### src/tcp_pkg.sv
// Package for the two-channel PWM core: register map, resets, encodings.
// Assumes a classic Wishbone slave with 32-bit data, byte offsets below.
package tcp_pkg;
    // Register byte offsets (word aligned); ten words need six bits
    localparam logic [5:0] TCP_OFS_CTRL   = 6'h00; // enables, select, align
    localparam logic [5:0] TCP_OFS_PRESC  = 6'h04; // prescale selects
    localparam logic [5:0] TCP_OFS_SCLA   = 6'h08; // scale value A
    localparam logic [5:0] TCP_OFS_SCLB   = 6'h0C; // scale value B
    localparam logic [5:0] TCP_OFS_CNT0   = 6'h10; // channel 0 counter
    localparam logic [5:0] TCP_OFS_CNT1   = 6'h14; // channel 1 counter
    localparam logic [5:0] TCP_OFS_PER0   = 6'h18; // channel 0 period
    localparam logic [5:0] TCP_OFS_PER1   = 6'h1C; // channel 1 period
    localparam logic [5:0] TCP_OFS_DTY0   = 6'h20; // channel 0 duty
    localparam logic [5:0] TCP_OFS_DTY1   = 6'h24; // channel 1 duty
    // Control field positions
    localparam int TCP_CTL_EN   = 0; // bits 1:0 channel enables
    localparam int TCP_CTL_SEL  = 2; // bits 3:2 scaled clock select
    localparam int TCP_CTL_POL  = 4; // bits 5:4 polarity
    localparam int TCP_CTL_CAE  = 6; // bits 7:6 center align
    localparam int TCP_PRE_A    = 0; // bits 2:0 clock A divide select
    localparam int TCP_PRE_B    = 4; // bits 6:4 clock B divide select
    // Reset value and scaled counter reload point
    localparam logic [7:0] TCP_RST_BYTE = 8'h00;
    localparam logic [7:0] TCP_CNT_ONE  = 8'h01;
endpackage : tcp_pkg

### src/tcp_pwm_core.sv
// Two-channel 8-bit PWM core with prescaler, scalers and Wishbone regs.
// Assumes a classic Wishbone master on clk_i and one pin per channel.
//
// Contract
// - Clocks A and B prescaled independently
// - Prescaler stops while both channels disabled
// - Scaled clock: reload down counter, halved
// - Scale zero means 256
// - Scale write reloads its down counter
// - Channel picks prescaled or scaled clock
// - Duty match toggles output flip-flop
// - Enable gated at selected clock edge
// - Polarity sets waveform start level
// - Enabled writes buffered until load point
// - Disabled writes update buffer and active
// - Counter read does not disturb channel
// - Counter write clears, loads, sets output
// - Disabled counter holds, resumes on enable
// - Disabled period zero clears on tick
// - Left aligned: count to period minus one
// - Center aligned: up, down, load at zero
// - Reset: disabled, stopped, counting up
//
// Design decisions made here: register access over Wishbone and the register addresses.
`timescale 1ns/1ps
`default_nettype none
module tcp_pwm_core
    import tcp_pkg::*;
(
    // Clock and reset
    input  wire logic        clk_i,
    input  wire logic        rst_i,
    // Wishbone slave
    input  wire logic        cyc_i,
    input  wire logic        stb_i,
    input  wire logic        we_i,
    input  wire logic [5:0]  adr_i,
    input  wire logic [3:0]  sel_i,
    input  wire logic [31:0] dat_i,
    output logic      [31:0] dat_o,
    output logic             ack_o,
    // PWM pins
    output logic      [1:0]  pwm_o
);
    // Duty offsets, local aliases of the packaged map
    localparam logic [5:0] OFS_DTY0 = TCP_OFS_DTY0;
    localparam logic [5:0] OFS_DTY1 = TCP_OFS_DTY1;

    // Software registers and channel state
    logic [7:0] channel_control_reg_r; // enables, select, polarity, align
    logic [7:0] prescale_select_reg_r; // clock A/B divide selects
    logic [7:0] scale_value_a_r;       // scaled clock A value
    logic [7:0] scale_value_b_r;       // scaled clock B value
    logic [7:0] per_buf_r [2];         // buffered period
    logic [7:0] dty_buf_r [2];         // buffered duty
    logic [7:0] per_act_r [2];         // active period
    logic [7:0] dty_act_r [2];         // active duty
    logic [7:0] chan_counter_r [2];    // channel counters
    logic [1:0] dir_down_r;            // count direction, 1 = down
    logic [1:0] ff_r;                  // output flip-flops
    logic [1:0] run_r;                 // enable synchronised to tick
    logic [1:0] per0_pend_r;           // period zero written while off

    // Field views
    logic [1:0] chan_enable;
    logic [1:0] chan_scaled_clk_sel;
    logic [1:0] chan_polarity;
    logic [1:0] center_align_sel;
    logic [2:0] clk_a_div_sel;
    logic [2:0] clk_b_div_sel;
    assign chan_enable         = channel_control_reg_r[TCP_CTL_EN +: 2];
    assign chan_scaled_clk_sel = channel_control_reg_r[TCP_CTL_SEL +: 2];
    assign chan_polarity       = channel_control_reg_r[TCP_CTL_POL +: 2];
    assign center_align_sel    = channel_control_reg_r[TCP_CTL_CAE +: 2];
    assign clk_a_div_sel       = prescale_select_reg_r[TCP_PRE_A +: 3];
    assign clk_b_div_sel       = prescale_select_reg_r[TCP_PRE_B +: 3];

    // Bus decode: single-cycle answer, ack dropped the cycle after
    logic       wr_stb;
    logic       rd_stb;
    logic [1:0] wr_cnt;
    logic [1:0] wr_per;
    logic [1:0] wr_dty;
    logic       wr_scla;
    logic       wr_sclb;
    assign wr_stb  = cyc_i && stb_i && !ack_o && we_i && sel_i[0];
    assign rd_stb  = cyc_i && stb_i && !ack_o && !we_i;
    assign wr_scla = wr_stb && (adr_i == TCP_OFS_SCLA);
    assign wr_sclb = wr_stb && (adr_i == TCP_OFS_SCLB);
    assign wr_cnt  = {wr_stb && (adr_i == TCP_OFS_CNT1),
                      wr_stb && (adr_i == TCP_OFS_CNT0)};
    assign wr_per  = {wr_stb && (adr_i == TCP_OFS_PER1),
                      wr_stb && (adr_i == TCP_OFS_PER0)};
    assign wr_dty  = {wr_stb && (adr_i == OFS_DTY1),
                      wr_stb && (adr_i == OFS_DTY0)};

    // Acknowledge every access, mapped or not
    always_ff @(posedge clk_i)
    begin
        if (rst_i)
            ack_o <= 1'b0;
        else
            ack_o <= cyc_i && stb_i && !ack_o;
    end

    // Read mux; unmapped reads return zero, reads have no side effect
    always_ff @(posedge clk_i)
    begin
        if (rst_i)
            dat_o <= '0;
        else if (rd_stb)
        begin
            case (adr_i)
                TCP_OFS_CTRL:  dat_o <= {24'h0, channel_control_reg_r};
                TCP_OFS_PRESC: dat_o <= {24'h0, prescale_select_reg_r};
                TCP_OFS_SCLA:  dat_o <= {24'h0, scale_value_a_r};
                TCP_OFS_SCLB:  dat_o <= {24'h0, scale_value_b_r};
                TCP_OFS_CNT0:  dat_o <= {24'h0, chan_counter_r[0]};
                TCP_OFS_CNT1:  dat_o <= {24'h0, chan_counter_r[1]};
                TCP_OFS_PER0:  dat_o <= {24'h0, per_buf_r[0]};
                TCP_OFS_PER1:  dat_o <= {24'h0, per_buf_r[1]};
                OFS_DTY0:      dat_o <= {24'h0, dty_buf_r[0]};
                OFS_DTY1:      dat_o <= {24'h0, dty_buf_r[1]};
                default:       dat_o <= '0;
            endcase
        end
    end

    // Configuration registers, low byte lane only
    always_ff @(posedge clk_i)
    begin
        if (rst_i)
        begin
            channel_control_reg_r <= TCP_RST_BYTE;
            prescale_select_reg_r <= TCP_RST_BYTE;
            scale_value_a_r       <= TCP_RST_BYTE;
            scale_value_b_r       <= TCP_RST_BYTE;
        end
        else if (wr_stb)
        begin
            if (adr_i == TCP_OFS_CTRL)
                channel_control_reg_r <= dat_i[7:0];
            if (adr_i == TCP_OFS_PRESC)
                prescale_select_reg_r <= dat_i[7:0];
            if (wr_scla)
                scale_value_a_r <= dat_i[7:0];
            if (wr_sclb)
                scale_value_b_r <= dat_i[7:0];
        end
    end

    // Prescale counter; stopped when no channel is enabled to save power
    logic [6:0] pre_cnt_r;
    logic       pre_run;
    assign pre_run = |chan_enable;
    always_ff @(posedge clk_i)
    begin
        if (rst_i)
            pre_cnt_r <= 7'h00;
        else if (pre_run)
            pre_cnt_r <= pre_cnt_r + 7'h01;
    end

    // Tick when the low n bits are all ones: divide by 2^n
    logic [7:0] pre_mask_a;
    logic [7:0] pre_mask_b;
    logic       tick_a;
    logic       tick_b;
    assign pre_mask_a = (8'h01 << clk_a_div_sel) - 8'h01;
    assign pre_mask_b = (8'h01 << clk_b_div_sel) - 8'h01;
    assign tick_a = pre_run &&
        (({1'b0, pre_cnt_r} & pre_mask_a) == pre_mask_a);
    assign tick_b = pre_run &&
        (({1'b0, pre_cnt_r} & pre_mask_b) == pre_mask_b);

    // Scaled clocks: down counter reloads at one, output halved
    logic [7:0] sdn_r [2];
    logic [1:0] shalf_r;
    logic [1:0] stick;
    logic [1:0] ptick;
    logic [1:0] swr;
    logic [7:0] sval [2];
    assign ptick   = {tick_b, tick_a};
    assign swr     = {wr_sclb, wr_scla};
    assign sval[0] = dat_i[7:0];
    assign sval[1] = dat_i[7:0];
    // Zero wraps to 255 on decrement, so it counts 256 ticks
    always_ff @(posedge clk_i)
    begin
        for (int k = 0; k < 2; k++)
        begin
            if (rst_i)
            begin
                sdn_r[k]   <= TCP_RST_BYTE;
                shalf_r[k] <= 1'b0;
            end
            else if (swr[k])
                sdn_r[k] <= sval[k];
            else if (ptick[k])
            begin
                if (sdn_r[k] == TCP_CNT_ONE)
                begin
                    sdn_r[k]   <= (k == 0) ? scale_value_a_r
                                           : scale_value_b_r;
                    shalf_r[k] <= ~shalf_r[k];
                end
                else
                    sdn_r[k] <= sdn_r[k] - 8'h01;
            end
        end
    end
    // Scaled tick on every second reload pulse
    assign stick[0] = ptick[0] && (sdn_r[0] == TCP_CNT_ONE) && shalf_r[0];
    assign stick[1] = ptick[1] && (sdn_r[1] == TCP_CNT_ONE) && shalf_r[1];

    // Channel clock select
    logic [1:0] ctick;
    assign ctick[0] = chan_scaled_clk_sel[0] ? stick[0] : ptick[0];
    assign ctick[1] = chan_scaled_clk_sel[1] ? stick[1] : ptick[1];

    // Channel timers
    always_ff @(posedge clk_i)
    begin
        for (int c = 0; c < 2; c++)
        begin
            if (rst_i)
            begin
                chan_counter_r[c] <= TCP_RST_BYTE;
                dir_down_r[c]     <= 1'b0;
                ff_r[c]           <= 1'b0;
                run_r[c]          <= 1'b0;
                per_buf_r[c]      <= TCP_RST_BYTE;
                dty_buf_r[c]      <= TCP_RST_BYTE;
                per_act_r[c]      <= TCP_RST_BYTE;
                dty_act_r[c]      <= TCP_RST_BYTE;
                per0_pend_r[c]    <= 1'b0;
            end
            else
            begin
                // Enable and clock only meet at a tick edge
                if (!chan_enable[c])
                    run_r[c] <= 1'b0;
                else if (ctick[c])
                    run_r[c] <= 1'b1;
                // Buffer writes; straight through while disabled
                if (wr_per[c])
                begin
                    per_buf_r[c] <= dat_i[7:0];
                    if (!chan_enable[c])
                        per_act_r[c] <= dat_i[7:0];
                end
                if (wr_dty[c])
                begin
                    dty_buf_r[c] <= dat_i[7:0];
                    if (!chan_enable[c])
                        dty_act_r[c] <= dat_i[7:0];
                end
                // Armed by a zero period, disarmed by any other value
                if (wr_per[c] && !chan_enable[c])
                    per0_pend_r[c] <= (dat_i[7:0] == 8'h00);
                if (chan_enable[c] == 1'b0 && run_r[c])
                begin
                    per_act_r[c] <= per_buf_r[c];
                    dty_act_r[c] <= dty_buf_r[c];
                end
                if (wr_cnt[c])
                begin
                    chan_counter_r[c] <= 8'h00;
                    dir_down_r[c]     <= 1'b0;
                    per_act_r[c]      <= per_buf_r[c];
                    dty_act_r[c]      <= dty_buf_r[c];
                    ff_r[c]           <= 1'b0;
                end
                // Count stops the very cycle the enable drops
                else if (!run_r[c] || !chan_enable[c])
                begin
                    // Held count; period zero clears on next tick
                    if (ctick[c] && per0_pend_r[c])
                    begin
                        chan_counter_r[c] <= 8'h00;
                        // A zero write in this same cycle re-arms it
                        per0_pend_r[c]    <= wr_per[c] && !chan_enable[c]
                                             && dat_i[7:0] == 8'h00;
                    end
                end
                else if (ctick[c])
                begin
                    if (!center_align_sel[c])
                    begin
                        if (chan_counter_r[c] + 8'h01 >= per_act_r[c])
                        begin
                            chan_counter_r[c] <= 8'h00;
                            ff_r[c]           <= 1'b0;
                            per_act_r[c]      <= per_buf_r[c];
                            dty_act_r[c]      <= dty_buf_r[c];
                        end
                        else
                        begin
                            chan_counter_r[c] <= chan_counter_r[c] + 8'h01;
                            if (chan_counter_r[c] + 8'h01 == dty_act_r[c])
                                ff_r[c] <= ~ff_r[c];
                        end
                    end
                    else
                    begin
                        // Center aligned: turn at period, load at zero
                        if (!dir_down_r[c] &&
                            chan_counter_r[c] + 8'h01 >= per_act_r[c])
                        begin
                            dir_down_r[c]     <= 1'b1;
                            chan_counter_r[c] <= per_act_r[c];
                            if (per_act_r[c] == dty_act_r[c])
                                ff_r[c] <= ~ff_r[c];
                        end
                        else if (dir_down_r[c] &&
                                 chan_counter_r[c] <= 8'h01)
                        begin
                            dir_down_r[c]     <= 1'b0;
                            chan_counter_r[c] <= 8'h00;
                            ff_r[c]           <= 1'b0;
                            per_act_r[c]      <= per_buf_r[c];
                            dty_act_r[c]      <= dty_buf_r[c];
                        end
                        else if (dir_down_r[c])
                        begin
                            chan_counter_r[c] <= chan_counter_r[c] - 8'h01;
                            if (chan_counter_r[c] - 8'h01 == dty_act_r[c])
                                ff_r[c] <= ~ff_r[c];
                        end
                        else
                        begin
                            chan_counter_r[c] <= chan_counter_r[c] + 8'h01;
                            if (chan_counter_r[c] + 8'h01 == dty_act_r[c])
                                ff_r[c] <= ~ff_r[c];
                        end
                    end
                end
            end
        end
    end

    // Output pins: polarity selects Q or inverted Q, enabled at once
    always_ff @(posedge clk_i)
    begin
        for (int c = 0; c < 2; c++)
        begin
            if (rst_i)
                pwm_o[c] <= 1'b0;
            else if (chan_enable[c])
                pwm_o[c] <= ff_r[c] ^ chan_polarity[c];
            else
                pwm_o[c] <= 1'b0;
        end
    end

    // Assertions
    a_ack_one_cycle:
    assert property (@(posedge clk_i) disable iff (rst_i)
        ack_o |=> !ack_o)
        else $error("ack held longer than one cycle");
    a_cnt_write_clears:
    assert property (@(posedge clk_i) disable iff (rst_i)
        wr_cnt[0] |=> chan_counter_r[0] == 8'h00 && !dir_down_r[0])
        else $error("counter write did not clear");
    a_hold_disabled:
    assert property (@(posedge clk_i) disable iff (rst_i)
        !run_r[0] && !wr_cnt[0] && !per0_pend_r[0]
        |=> $stable(chan_counter_r[0]))
        else $error("disabled counter moved");
    a_prescale_stop:
    assert property (@(posedge clk_i) disable iff (rst_i)
        chan_enable == 2'b00 |=> $stable(pre_cnt_r))
        else $error("prescaler ran while idle");
    a_scale_reload:
    assert property (@(posedge clk_i) disable iff (rst_i)
        wr_scla |=> sdn_r[0] == $past(dat_i[7:0]))
        else $error("scale write did not reload");
    a_disabled_write:
    assert property (@(posedge clk_i) disable iff (rst_i)
        wr_per[0] && !chan_enable[0] |=> per_act_r[0] == per_buf_r[0])
        else $error("disabled period write not active");
    a_left_range:
    assert property (@(posedge clk_i) disable iff (rst_i)
        run_r[0] && !center_align_sel[0] && per_act_r[0] != 8'h00
        && chan_counter_r[0] < per_act_r[0] && !wr_cnt[0]
        |=> chan_counter_r[0] < $past(per_act_r[0]))
        else $error("left aligned count overran period");
    a_pin_polarity:
    assert property (@(posedge clk_i) disable iff (rst_i)
        wr_cnt[0] && chan_enable[0] && $stable(chan_polarity[0])
        ##1 chan_enable[0] |=> pwm_o[0] == chan_polarity[0])
        else $error("output not at polarity after counter write");
    a_enable_edge:
    assert property (@(posedge clk_i) disable iff (rst_i)
        $rose(run_r[0]) |-> $past(ctick[0]))
        else $error("channel started off a tick edge");
endmodule // tcp_pwm_core
`default_nettype wire

### config.mk
export PLATFORM = sky130hd
export DESIGN_NAME = tcp_pwm_core
export DESIGN_NICKNAME = d
export VERILOG_FILES = /design/src/tcp_pkg.sv /design/src/tcp_pwm_core.sv
export SDC_FILE = /design/constraint.sdc
export NUM_CORES = 1
export LEC_CHECK = 0
export ABC_CLOCK_PERIOD_IN_PS = 9500
export BUFFER_PORTS_ARGS = -buffer_cell sky130_fd_sc_hd__buf_2
export CAP_MARGIN = 25
export CORE_MARGIN = 8
export CORE_UTILIZATION = 47
export DETAILED_ROUTE_END_ITERATION = 10
export PLACE_DENSITY = 0.75
export SLEW_MARGIN = 20
export SYNTH_ARGS = -nofsm -noshare
export SYNTH_HDL_FRONTEND = slang
export SYNTH_SLANG_ARGS = --single-unit
export TNS_END_PERCENT = 5
### constraint.sdc
create_clock -name clk_i -period 9.5 [get_ports clk_i]
set_clock_uncertainty 0.2 [all_clocks]
set_input_delay 1.425 -clock clk_i [delete_from_list [all_inputs] [get_ports clk_i]]
set_output_delay 1.425 -clock clk_i [all_outputs]
set_load 0.005 [all_outputs]
Yosys cells after proc, flatten, opt, wreduce, memory -nomap -nowiden
Memory sizes are Yosys's and may differ from the RTL's.
Index checks and enable logic that the tools add are counted.
Widths: inputs -> output; s select.
- add/subtract/negate cells: 9
- $mul: 0
- div/mod/pow operators: 0
- $lt $le $gt $ge: 4
- equal/unequal tests: 23
- shifts and indexed selects: 2
- multiplexer cells: 247
- bitwise gates (word level): 60
- reductions and logical operators: 60
- operators by type and width (kind ; number):
    $mux 8 ; 46
    $mux 1 ; 200
    $pmux 8 s10 ; 1
    $eq 8x8->1 ; 8
    $sub 8x1->8 const B ; 6
    $or 1x1->1 ; 46
    $logic_and 1x1->1 ; 31
    $eq 6x5->1 const B ; 4
    $add 8x1->8 const B ; 2
    $and 7x8->8 ; 2
    $eq 8x1->1 const B ; 2
    $ge 8x8->1 ; 2
    $le 8x1->1 const B ; 2
    $reduce_and 4->1 ; 4
    $shl 1x3->8 const A ; 2
    $eq 6x4->1 const B ; 2
    $eq 6x6->1 const B ; 2
    $ne 5x2->1 const B ; 2
    $not 1->1 ; 10
    $reduce_or 2->1 ; 5
    $logic_not 1->1 ; 8
    $logic_not 8->1 ; 1
    $reduce_and 2->1 ; 4
    $add 7x1->7 const B ; 1
    7 further kinds ; 12
- register bits: 84
- bits in latches: 0
- RAM bits: 96
- bits in read-only memories: 0
- bits of input ports: 47
- output and inout bits: 35
- logic and storage cells: 429
- memories kept: 6
- memories (name ; words ; width ; rd ports ; clocked after Yosys merged registers in ; wr ports ; RTL line ; RTL):
    chan_counter_r ; 2 ; 8 ; 2 ; 0 ; 2 ; tcp_pwm_core.sv:58 ; logic [7:0] chan_counter_r [2];
    dty_act_r ; 2 ; 8 ; 2 ; 0 ; 2 ; tcp_pwm_core.sv:57 ; logic [7:0] dty_act_r [2];
    dty_buf_r ; 2 ; 8 ; 2 ; 0 ; 2 ; tcp_pwm_core.sv:55 ; logic [7:0] dty_buf_r [2];
    per_act_r ; 2 ; 8 ; 2 ; 0 ; 2 ; tcp_pwm_core.sv:56 ; logic [7:0] per_act_r [2];
    per_buf_r ; 2 ; 8 ; 2 ; 0 ; 2 ; tcp_pwm_core.sv:54 ; logic [7:0] per_buf_r [2];
    sdn_r ; 2 ; 8 ; 2 ; 0 ; 2 ; tcp_pwm_core.sv:177 ; logic [7:0] sdn_r [2];

Logic depth before layout (Yosys ltp)
Gate-level depths: netlist of the first run.
- depth in word-level cells: 21
- mapped depth: 15
- mapped depth without buffers: 12

Worst setup path before layout of the first run
OpenSTA, ideal clock, no wires.
- kind: input to register
- start: input adr_i[2]
- end: memory dty_act_r[0][0] (enable)
- library setup time: 294 ps
- data arrival time: 3388 ps
- data required time: 9006 ps
- slack: 5618 ps
- stages: 8
- path buffers: 1
- cell sequence: or4_4 nor2_1 nand2_1 nand2_4 nor4b_4 or3_1 buf_6 or3_1
- RTL lines (item ; RTL line ; RTL):
    start, declared ; tcp_pwm_core.sv:37 ; input wire logic [5:0] adr_i,
    end, declared ; tcp_pwm_core.sv:57 ;

==> Flow_metrics.wiki, run 1 <==
{| class="wikitable"
! Metric !! Value
|-
| Final worst hold slack || 251 ps
|-
| HPWL reported at the end of detailed placement || just under 20 mm
|-
| Area of the mapped netlist || ~10000 um2
|-
| Slew Limit Fails || 0
|-
| Number of instances resized during post-cts repair || 0
|-
| Start point of the worst hold path || dat_o[7]$_SDFFE_PP0P_
|-
| Cell Chain, Critical Path || ha_1 > and3_1 > and3_1 > xor2_1 > ha_1 > o21a_1 > nor2_1 > a21oi_1 > buf_4 > nor4b_4 > or3_1 > or3_1
|-
| Mean instance size in the synthesized netlist || roughly 9.4 um2
|-
| H-tree Lvls || 4
|-
| Final Hold Vio Count || 0
|-
| Endpoint of the most critical setup path || per_act_r[0][0]$_DFFE_PP_
|-
| Global-route wire length before repair || 42.7 mm
|-
| Die X-Extent || approximately 160 um
|-
| Die Footprint || 26100 um2
|-
| Start point of the critical path || chan_counter_r[0][0]$_DFFE_PP_
|-
| R2R Setup Slk || approximately 5000 ps
|-
| Arrival time reported for the critical path endpoint || ~4400 ps
|-
| Synthesis-stage register bit count || 156
|-
| Area inside the core boundary || roughly 21000 um2
|-
| Startpoint-to-endpoint class of the critical path || reg2reg
|-
| Power, Total || around 1500 uW
|-
| Period utilization || between 40% and 50%
|-
| Post-CTS setup buffer count || 0
|-
| Sum of negative setup slack || 0 ps
|-
| Buffers on Ports || 30
|-
| Final weighted congestion of routability-driven global placement || roughly 0.99
|-
| Number of enable-type register cells in the synthesized netlist || 96
|-
| Number of cells on the worst reg-to-reg path || 12
|-
| Startpoint Class || register
|-
| Finished Cell Area || 10800 um2
|-
| Power per Cell Area || approximately 140 nW/um2
|-
| Post-synthesis async set-or-reset flop share || 0%
|-
| Portion of the post-synthesis area used by sequential elements || between 40 and 50%
|-
| Hold buffer count at cts || 0
|-
| Number of I/O pins || between 80 and 90
|-
| CTS Root Cell || clkbuf_16
|-
| Max_slew headroom || 30.1%
|-
| Minimum clock period || 4480 ps
|-
| Row Count || 53
|-
| Starting Density || a little under half
|-
| Via count || just over 8000
|-
| Number of sinks driven by the clock tree || 156
|-
| Slew at the pin closest to its max-slew limit || a little over 1000 ps
|-
| Bufs on Longest Clock Path || 2
|-
| Number of nets still failing antenna checks after routing || 0
|-
| Number of failing setup endpoints in the final timing report || 0
|-
| TritonCTS Buffers || 17
|-
| Worst R2R Start || chan_counter_r[0][0]$_DFFE_PP_
|-
| Number of global-route vias before repair || just under 8000
|-
| First-pass DRT Iterations || 6
|-
| Number of standard cells after synthesis || roughly 1100
|-
| Final routed wire length divided by cell count || 20.3 um
|-
| Nets || 1132
|-
| Most used flip-flop cell after synthesis || edfxtp_1
|-
| Average via count per standard cell || 6.06
|-
| Clock latency at the later pin of the worst-skew pair || approximately 430 ps
|-
| Largest net degree at the start of global routing || 58
|-
| Slowest cell on crit path || edfxtp_1
|-
| Unique masters post-synth || 84
|-
| Maximum fanout along the worst path || 18
|-
| Required time at the worst-slack endpoint || roughly 9400 ps
|-
| Total of max-cap violations || 0
|-
| CTS tree || built
|-
| Class of the most critical hold timing path || reg2reg
|-
| Aggregate global routing overflow || 0
|-
| Antenna violations before repair || 0
|-
| Proportion of layout cells with a drive suffix above 1 || between 10% and 20%
|-
| Critical path's largest stage delay || 670 ps
|-
| Area added between synthesis and finish || 7.96%
|-
| Antenna cell count || 0
|-
| Die height || roughly 160 um
|-
| Overall routed net length || about 27 mm
|-
| Setup repair after global routing missed its margin || no
|-
| Run status || completed
|-
| Synth warn || 0
|-
| Leakage power of the design || ~0.0039 uW
|-
| Initial drt markers || 740
|-
| Clock transition at path regs || about 70 ps
|-
| Overall Global Routing Usage || roughly a fifth
|-
| Setup crit end kind || register
|-
| Achievable Freq || ~220 MHz
|-
| Post-detailed-route DRC marker count || 0
|-
| Worst R2R End || per_act_r[0][0]$_DFFE_PP_
|-
| Final core area utilization || approximately half
|-
| Standard cell area after detailed placement || 10200 um2
|-
| Worst IR drop on VDD || about 0.12 mV
|}
==> report_power, final <==
group	internal, uW	total, uW	switching, uW	leakage, uW
registers	732	757	24.6	0.00147
logic	42.3	117	75.0	0.00219
clock network	351	654	303	0.000278
total	1130	1530	403	0.00394
==> critical path: cells and delay by family (launching register included) <==
family	cells	cell delay, ps
compound gates	2	230
xor+xnor	1	260
fa+ha+maj	2	550
buf+inv	1	190
flops	1	670
simple gates	6	2080
==> cell usage after synthesis (4+ instances only) <==
master,n,area (um2)
o21ai_1,5,25.0
buf_2,9,45.0
or4_1,4,30.0
clkbuf_1,44,165
buf_4,25,188
a22o_1,15,131
o21ai_0,30,150
nor2b_1,7,43.8
a31oi_1,5,31.3
dfxtp_1,60,1200
or2_2,6,37.5
and2_1,37,231
inv_1,52,195
or3_1,12,75.1
a211oi_1,8,60.1
a211o_1,5,43.8
o31ai_1,8,60.1
xor2_1,34,298
o22ai_1,6,37.5
nand3_1,20,100
and3_1,9,56.3
nand2b_1,14,87.6
ha_1,27,338
nor4b_1,4,35.0
nor2_1,77,289
nand2_1,107,402
edfxtp_1,96,2880
a21oi_1,49,245
nand3b_1,6,45.0
a21boi_0,5,37.5
nand4_1,11,68.8
mux2i_1,47,470
nor3_1,18,90.1
o21a_1,6,45.0
nor4_1,13,81.3
nor4_2,6,75.1
a22oi_1,45,338
xnor2_1,49,429
a221oi_1,8,70.1
==> per-stage QoR <==
| stage | cells | setup slack, ps |
|---|---|---|
| 2_1_floorplan | 1082 | 5620 |
| 3_3_place_gp | 1310 | 4890 |
| 3_5_place_dp | 1311 | 4820 |
| 4_1_cts | 1343 | 4790 |
| 5_1_grt | 1346 | 4750 |
| 6_report | 1346 | 5020 |
==> cell families after synthesis <==
logic type	Yosys count	synth area share (%)
other cells	1	0.0376
xor+xnor	86	7.97
buf+inv	135	6.40
compound gates	231	16.0
flops	156	41.0
fa+ha+maj	27	3.39
mux	48	4.83
simple gates	375	20.4
==> metal layers <==
layer  part of all wire, %  GRT usage, %  up-vias
met3                   9.5          4.33       80
met1                    42          27.1     3867
li1                      -             -     3796
met2                    45          32.2      416
met5                     0             0        -
met4                   3.9          10.2        0
==> layout make-up <==
class | count | area [um2]
tap | 275 | 344
timing repair buffer | 40 | 225
multi-input combinational | 791 | 5340
inverter | 52 | 195
sequential | 156 | 4080
fill | 1889 | 10100
clock inverter | 14 | 135
clock buffer | 18 | 439
==> state kept, by name, indices dropped and copies added (netlist names) <==
register	count
ff_r	2
scale_value_a_r	8
pre_cnt_r	7
dir_down_r	2
ack_o	1
scale_value_b_r	8
shalf_r	2
per_buf_r	16
per0_pend_r	2
chan_counter_r	16
per_act_r	16
dty_buf_r	16
dty_act_r	16
pwm_o	2
prescale_select_reg_r	8
sdn_r	16
channel_control_reg_r	8
run_r	2
dat_o	8
==> how the worst min path moves through the flow <==
stage / endpoint / depth (start not counted)
finish: dat_o[7]$_SDFFE_PP0P_ / 2
global route: dat_o[4]$_SDFFE_PP0P_ / 2
CTS: dat_o[7]$_SDFFE_PP0P_ / 2
detailed placement: dat_o[7]$_SDFFE_PP0P_ / 2
global placement: dat_o[7]$_SDFFE_PP0P_ / 2
floorplan: scale_value_a_r[2]$_SDFFE_PP0P_ / 2
==> placed cells by master (no fill, tap or decap), types with 14 or more instances in the layout <==
cell       synthesis  final
a21oi_1           49     49
a22o_1            15     15
a22oi_1           45     45
and2_1            37     37
buf_2              9     31
clkbuf_16          0     17
conb_1             1     24
dfxtp_1           60     60
edfxtp_1          96     96
ha_1              27     27
inv_1             52     52
mux2i_1           47     47
nand2_1          107    107
nand2b_1          14     14
nand3_1           20     20
nor2_1            77     77
nor3_1            18     18
o21ai_0           30     30
xnor2_1           49     49
xor2_1            34     34
(Power assumes the default switching activity.)
==> run 2: changes to the inputs <==
Settings changed: ABC_CLOCK_PERIOD_IN_PS 9500 to 4100, PLACE_DENSITY 0.75 to 0.78.
Clock period 9.5 ns to 4.1 ns, I/O delays scaled along.
==> run 2 against run 1 <==
Effect of this change:
- flip-flop and latch count did not move
- register-to-register slack worse by 4800 ps
- first-iteration DRC count increased by 11%
- die area is the same
- highest routed layer unchanged
- design area rose by 2.3%
- critical path depth unchanged
- total power rose by 130%
- count of clock-buffer cells in the layout rose by 6
- critical path type unchanged
- clock power up 130%
==> Flow_metrics.wiki, run 2 (synthesized netlist as in run 1, its figures left out) <==
{| class="wikitable"
! Metric !! Value
|-
| Run status || completed
|-
| Number of nets still failing antenna checks after routing || 0
|-
| Period utilization || a little over nine tenths
|-
| Startpoint-to-endpoint class of the critical path || reg2reg
|-
| Multi-input combinational cell area || ~5400 um2
|-
| Sequential standard cell area || 4080 um2
|-
| Worst IR drop on VDD || 0.302 mV
|-
| Nets || about 1200
|-
| Startpoint Class || register
|-
| Final cell count without fillers || 1375
|-
| Antenna violations before repair || 0
|-
| Proportion of power drawn by flip-flops and latches || between 40 and 50%
|-
| Area inside the core boundary || between 20000 and 25000 um2
|-
| Worst path most repeated cell || ha_1
|-
| Slew at the pin closest to its max-slew limit || about 960 ps
|-
| Buffers on Ports || 30
|-
| Antenna cell count || 0
|-
| Global-route wire length before repair || 44.1 mm
|-
| Overall Global Routing Usage || between 20% and 30%
|-
| Post-detailed-route DRC marker count || 0
|-
| Int Power || roughly 2700 uW
|-
| Aggregate global routing overflow || 0
|-
| Final weighted congestion of routability-driven global placement || 0.956
|-
| Die X-Extent || ~160 um
|-
| Final worst hold slack || roughly 260 ps
|-
| TritonCTS Buffers || 17
|-
| Class of the most critical hold timing path || reg2reg
|-
| Overall routed net length || 28.1 mm
|-
| Setup repair after global routing missed its margin || no
|-
| Bufs on Longest Clock Path || 2
|-
| Minimum clock period || 3860 ps
|-
| Number of failing setup endpoints in the final timing report || 0
|-
| Power per Cell Area || between 300 and 400 nW/um2
|-
| Critical path's largest stage delay || around 530 ps
|-
| Worst setup slack after placement || 221 ps
|-
| Achievable Freq || ~260 MHz
|-
| CTS Root Cell || clkbuf_16
|-
| Delay-heaviest family, CP || simple AND/OR/NAND/NOR gates
|-
| Average via count per standard cell || just over 6
|-
| Share of total power in the clock network || between 40% and 50%
|-
| Row Count || 53
|-
| Proportion of layout cells with a drive suffix above 1 || ~13%
|-
| Hold buffer count at cts || 0
|-
| HPWL reported at the end of detailed placement || slightly above 20 mm
|-
| Final routed wire length divided by cell count || 20.4 um
|-
| Leakage power of the design || 0.00410 uW
|-
| H-tree Lvls || 4
|-
| Arrival time reported for the critical path endpoint || around 3900 ps
|-
| Most frequent standard cell in the layout excluding fill and tap cells || nand2_1
|-
| Switch Pwr || between 800 and 900 uW
|-
| Total of max-cap violations || 0
|-
| Combinational fraction of design power || under 10%
|-
| First-pass DRT Iterations || 6
|-
| Commonest non-fill, non-tap cells in the layout || 107 x nand2_1, 96 x edfxtp_1, 77 x nor2_1, 60 x dfxtp_1, 52 x inv_1
|-
| Via count || 8343
|-
| Number of sinks driven by the clock tree || 156
|-
| Max_slew headroom || 35.7%
|-
| Clock latency at the later pin of the worst-skew pair || 440 ps
|-
| Initial drt markers || approximately 820
|-
| Required time at the worst-slack endpoint || about 4100 ps
|-
| Starting Density || 47.7%
|-
| Sum of negative setup slack || 0 ps
|-
| Buffers & Inverters on Critical Path || 2
|-
| Slew Limit Fails || 0
|-
| Die Footprint || between 20000 and 30000 um2
|-
| Final Hold Vio Count || 0
|-
| # placed instances || roughly 1300
|-
| Die height || roughly 160 um
|-
| Number of I/O pins || 82
|-
| Cell Chain, Critical Path || ha_1 > xnor2_1 > inv_1 > ha_1 > nand2_1 > o21ai_0 > a41oi_1 > a21oi_1 > nor4b_4 > or3_1 > buf_4 > mux2_2
|-
| Min setup slack post-route || 237 ps
|-
| Clock transition at path regs || about 60 ps
|-
| Area added between synthesis and finish || 10.5%
|-
| Maximum fanout along the worst path || 10
|-
| Count of fill cells added during filler insertion || roughly 1800
|-
| Setup crit end kind || register
|-
| Largest net degree at the start of global routing || 50
|-
| CTS tree || built
|-
| Slowest cell on crit path || edfxtp_1
|-
| Fraction of power spent switching nets || 24.7%
|-
| Number of global-route vias before repair || 8042
|}
[run 2: changes by cell type in the layout (fill, tap and decap cells not counted), moves of 2 or more]
cell	delta
buf_4	+32
clkinv_4	-5
clkbuf_1	+4
clkbuf_16	+3
clkbuf_2	-2
clkinv_2	+2
clkinv_8	-2
nor4_1	-2
nor4_2	+2
or3_1	-2
or3_4	+2
[run 2: layer usage]
metal | global-route usage (%) | vias up | wire (um)
met5 | 0 | - | 0
met2 | 34.1 | 458 | 12900
met1 | 27.4 | 3946 | 11600
met4 | 10.4 | 0 | 1130
met3 | 4.50 | 92 | 2440
li1 | - | 3847 | -
[run 2: power groups by stage]
stage	Clock [uW]	Combinational [uW]	Sequential, uW
after global placement	0	283	1770
after global routing	1600	325	1750
final	1530	298	1740
after CTS	1540	291	1740
after floorplan	0	224	1750
after detailed placement	0	289	1780
[run 2: timing repair]
action | 4_1_cts | 5_1_grt
gates resized for setup | 0 | 2
buffers inserted | 0 | 2
setup endpoints to repair | 0 | 17
[run 2: path summary, 6_finish.rpt]
| path | slack, ps | end | startpoint | depth (start not counted) |
|---|---|---|---|---|
| max | 240 | per_act_r[0][3]$_DFFE_PP_ | chan_counter_r[0][0]$_DFFE_PP_ | 12 |
| min | 260 | dat_o[4]$_SDFFE_PP0P_ | dat_o[4]$_SDFFE_PP0P_ | 2 |
| max reg2reg | 240 | per_act_r[0][3]$_DFFE_PP_ | chan_counter_r[0][0]$_DFFE_PP_ | 12 |
| min reg2reg | 260 | dat_o[4]$_SDFFE_PP0P_ | dat_o[4]$_SDFFE_PP0P_ | 2 |
[run 2: layout make-up]
cell class | count | area share (%)
clock inverter | 8 | 0.500
sequential | 156 | 37.1
tap | 275 | 3.12
timing repair buffer | 69 | 4.14
multi-input combinational | 791 | 48.7
inverter | 52 | 1.77
clock buffer | 24 | 4.68
[run 2: tightest hold or removal path, cell delays in order, from the launching register on]
cell     delay [ps]
dfxtp_1         300
nand2_1          50
a21oi_1          60
[run 2: through the flow]
stage          instance area [um2]  power (uW)  util [%]
6_report                     11000        3570      52.7
5_1_grt                      11000        3680      52.7
4_1_cts                      11000        3570      52.5
3_5_place_dp                 10400        2060      49.8
3_3_place_gp                 10400        2060      49.8
2_1_floorplan                10100        1980         -
==> run 3: changes to the inputs <==
--- a/config.mk
+++ b/config.mk
@@ -13,3 +13,3 @@
 export DETAILED_ROUTE_END_ITERATION = 10
-export PLACE_DENSITY = 0.78
+export PLACE_DENSITY = 0.68
 export SLEW_MARGIN = 20
--- a/constraint.sdc
+++ b/constraint.sdc
@@ -4,2 +4,2 @@
 set_output_delay 0.615 -clock clk_i [all_outputs]
-set_load 0.005 [all_outputs]
+set_load 0.01 [all_outputs]
==> run 3 against run 2 <==
Effect of this change:
- global-route usage is 0.38 points lower
- critical path depth is the same
- register-to-register slack better by 110 ps
- hold slack lost 7.9 ps
- design area shrank 0.84%
- critical endpoint unchanged
- highest routed layer is now met5
==> Flow_metrics.wiki, run 3 (synthesized netlist as in run 1, its figures left out) <==
{| class="wikitable"
! Metric !! Value
|-
| Die height || 162 um
|-
| Number of cells on the worst reg-to-reg path || 12
|-
| Count of fill cells added during filler insertion || 1908
|-
| Startpoint-to-endpoint class of the critical path || reg2reg
|-
| Largest net degree at the start of global routing || 32
|-
| Leakage power of the design || 0.00405 uW
|-
| Final routed wire length divided by cell count || 20.1 um
|-
| Maximum fanout along the worst path || 11
|-
| HPWL reported at the end of detailed placement || approximately 20 mm
|-
| Startpoint Class || register
|-
| Final cell count without fillers || ~1400
|-
| Bufs on Longest Clock Path || 2
|-
| Area added between synthesis and finish || 9.53%
|-
| Minimum clock period || ~3800 ps
|-
| Required time at the worst-slack endpoint || approximately 4100 ps
|-
| Arrival time reported for the critical path endpoint || between 3000 and 4000 ps
|-
| Die Footprint || 26100 um2
|-
| Number of nets still failing antenna checks after routing || 0
|-
| Achievable Freq || ~270 MHz
|-
| Setup crit end kind || register
|-
| Worst R2R Start || chan_counter_r[0][1]$_DFFE_PP_
|-
| Via count || a little over 8000
|-
| CTS Root Cell || clkbuf_16
|-
| Number of global-route vias before repair || roughly 7600
|-
| Class of the most critical hold timing path || reg2reg
|-
| TritonCTS Buffers || 17
|-
| Final core area utilization || approximately 52%
|-
| First-pass DRT Iterations || 5
|-
| Final Hold Vio Count || 0
|-
| Clock transition at path regs || ~70 ps
|-
| Buffers on Ports || 30
|-
| CTS tree || built
|-
| Commonest non-fill, non-tap cells in the layout || 107 x nand2_1, 96 x edfxtp_1, 77 x nor2_1, 60 x dfxtp_1, 52 x inv_1
|-
| R2R Setup Slk || between 300 and 400 ps
|-
| Most frequent standard cell in the layout excluding fill and tap cells || nand2_1
|-
| Overall routed net length || 27.5 mm
|-
| Average via count per standard cell || 5.95
|-
| Initial drt markers || 890
|-
| # placed instances || between 1000 and 1500
|-
| Area inside the core boundary || between 20000 and 25000 um2
|-
| Antenna cell count || 0
|-
| Aggregate global routing overflow || 0
|-
| Number of I/O pins || about 80
|-
| Final worst hold slack || 253 ps
|-
| Number of sinks driven by the clock tree || ~160
|-
| Nets || about 1200
|-
| Antenna violations before repair || 1
|-
| Number of failing setup endpoints in the final timing report || 0
|-
| Max_slew headroom || roughly 36%
|-
| Post-detailed-route DRC marker count || 0
|-
| Worst IR drop on VDD || approximately 0.3 mV
|-
| Endpoint of the most critical setup path || per_act_r[0][3]$_DFFE_PP_
|-
| Standard cell area after detailed placement || 10300 um2
|-
| Setup repair after global routing missed its margin || no
|-
| Run status || completed
|-
| Row Count || 53
|-
| Sum of negative setup slack || 0 ps
|-
| Starting Density || between 40% and 50%
|-
| Proportion of layout cells with a drive suffix above 1 || about an eighth
|-
| Power per Cell Area || ~330 nW/um2
|-
| Total of max-cap violations || 0
|-
| Die X-Extent || roughly 160 um
|-
| Slew Limit Fails || 0
|-
| Worst R2R End || per_act_r[0][3]$_DFFE_PP_
|-
| Start point of the critical path || chan_counter_r[0][1]$_DFFE_PP_
|-
| Slew at the pin closest to its max-slew limit || between 900 and 1000 ps
|-
| H-tree Lvls || 4
|-
| Hold buffer count at cts || 0
|-
| Global-route wire length before repair || 43.0 mm
|-
| Number of instances resized during post-cts repair || 0
|-
| Clock latency at the later pin of the worst-skew pair || roughly 440 ps
|-
| Post-CTS setup buffer count || 0
|-
| Overall Global Routing Usage || between 20% and 30%
|-
| Period utilization || slightly above 90%
|-
| Finished Cell Area || 10900 um2
|-
| Final weighted congestion of routability-driven global placement || between 0.9 and 1
|-
| Min-Delay Path Depth || 2
|}
[run 3: changes by cell type in the layout (fill, tap and decap cells not counted), moves of 2 or more]
cell	change
buf_4	-7
clkbuf_1	-3
clkbuf_16	-2
clkinv_2	-2
clkinvlp_4	+2
inv_6	+2
inv_8	+2
nor4_1	+2
nor4_2	-2
[run 3: stage by stage]
stage          power (uW)  worst slack (ps)
3_3_place_gp         2060               335
3_5_place_dp         2070               268
2_1_floorplan        1980               495
5_1_grt              3680              60.1
6_report             3580               349
4_1_cts              3580               251
[run 3: worst min-delay path by stage]
stage / end / start
after global placement: dat_o[4]$_SDFFE_PP0P_ / dat_o[4]$_SDFFE_PP0P_
after CTS: dat_o[6]$_SDFFE_PP0P_ / dat_o[6]$_SDFFE_PP0P_
final: dat_o[6]$_SDFFE_PP0P_ / dat_o[6]$_SDFFE_PP0P_
after floorplan: scale_value_a_r[2]$_SDFFE_PP0P_ / scale_value_a_r[2]$_SDFFE_PP0P_
after detailed placement: dat_o[6]$_SDFFE_PP0P_ / dat_o[6]$_SDFFE_PP0P_
after global routing: dat_o[4]$_SDFFE_PP0P_ / dat_o[4]$_SDFFE_PP0P_
[run 3: where the power goes]
group / internal (uW) / total [uW] / switching, uW / leakage (uW)
combinational: 105 / 296 / 190 / 0.00230
clock: 842 / 1540 / 701 / 0.000273
sequential: 1700 / 1740 / 46.4 / 0.00147
[run 3: cell type report]
class / count / area, um2 / share of cell area [%]
Tap cell: 275 / 344 / 3.15
Sequential cell: 156 / 4080 / 37.4
Multi-Input combinational cell: 791 / 5340 / 48.9
Inverter: 52 / 195 / 1.79
Timing Repair Buffer: 61 / 383 / 3.51
Clock inverter: 12 / 100 / 0.917
Clock buffer: 20 / 468 / 4.29
[run 3: critical path, cell delays in order (launching register included)]
cell,delay (ps)
edfxtp_1,500
ha_1,260
xnor2_1,290
inv_1,80
ha_1,300
nand2_1,50
o21ai_0,230
a41oi_1,160
a21oi_1,280
nor4b_4,410
or3_4,240
buf_4,180
mux2_2,340
[run 3: per-layer routing]
layer | track usage [%] | share of wire (%)
met5 | 0 | 0.047
met4 | 8.88 | 3.0
met3 | 4.15 | 8.3
met2 | 32.1 | 44
met1 | 28.7 | 44
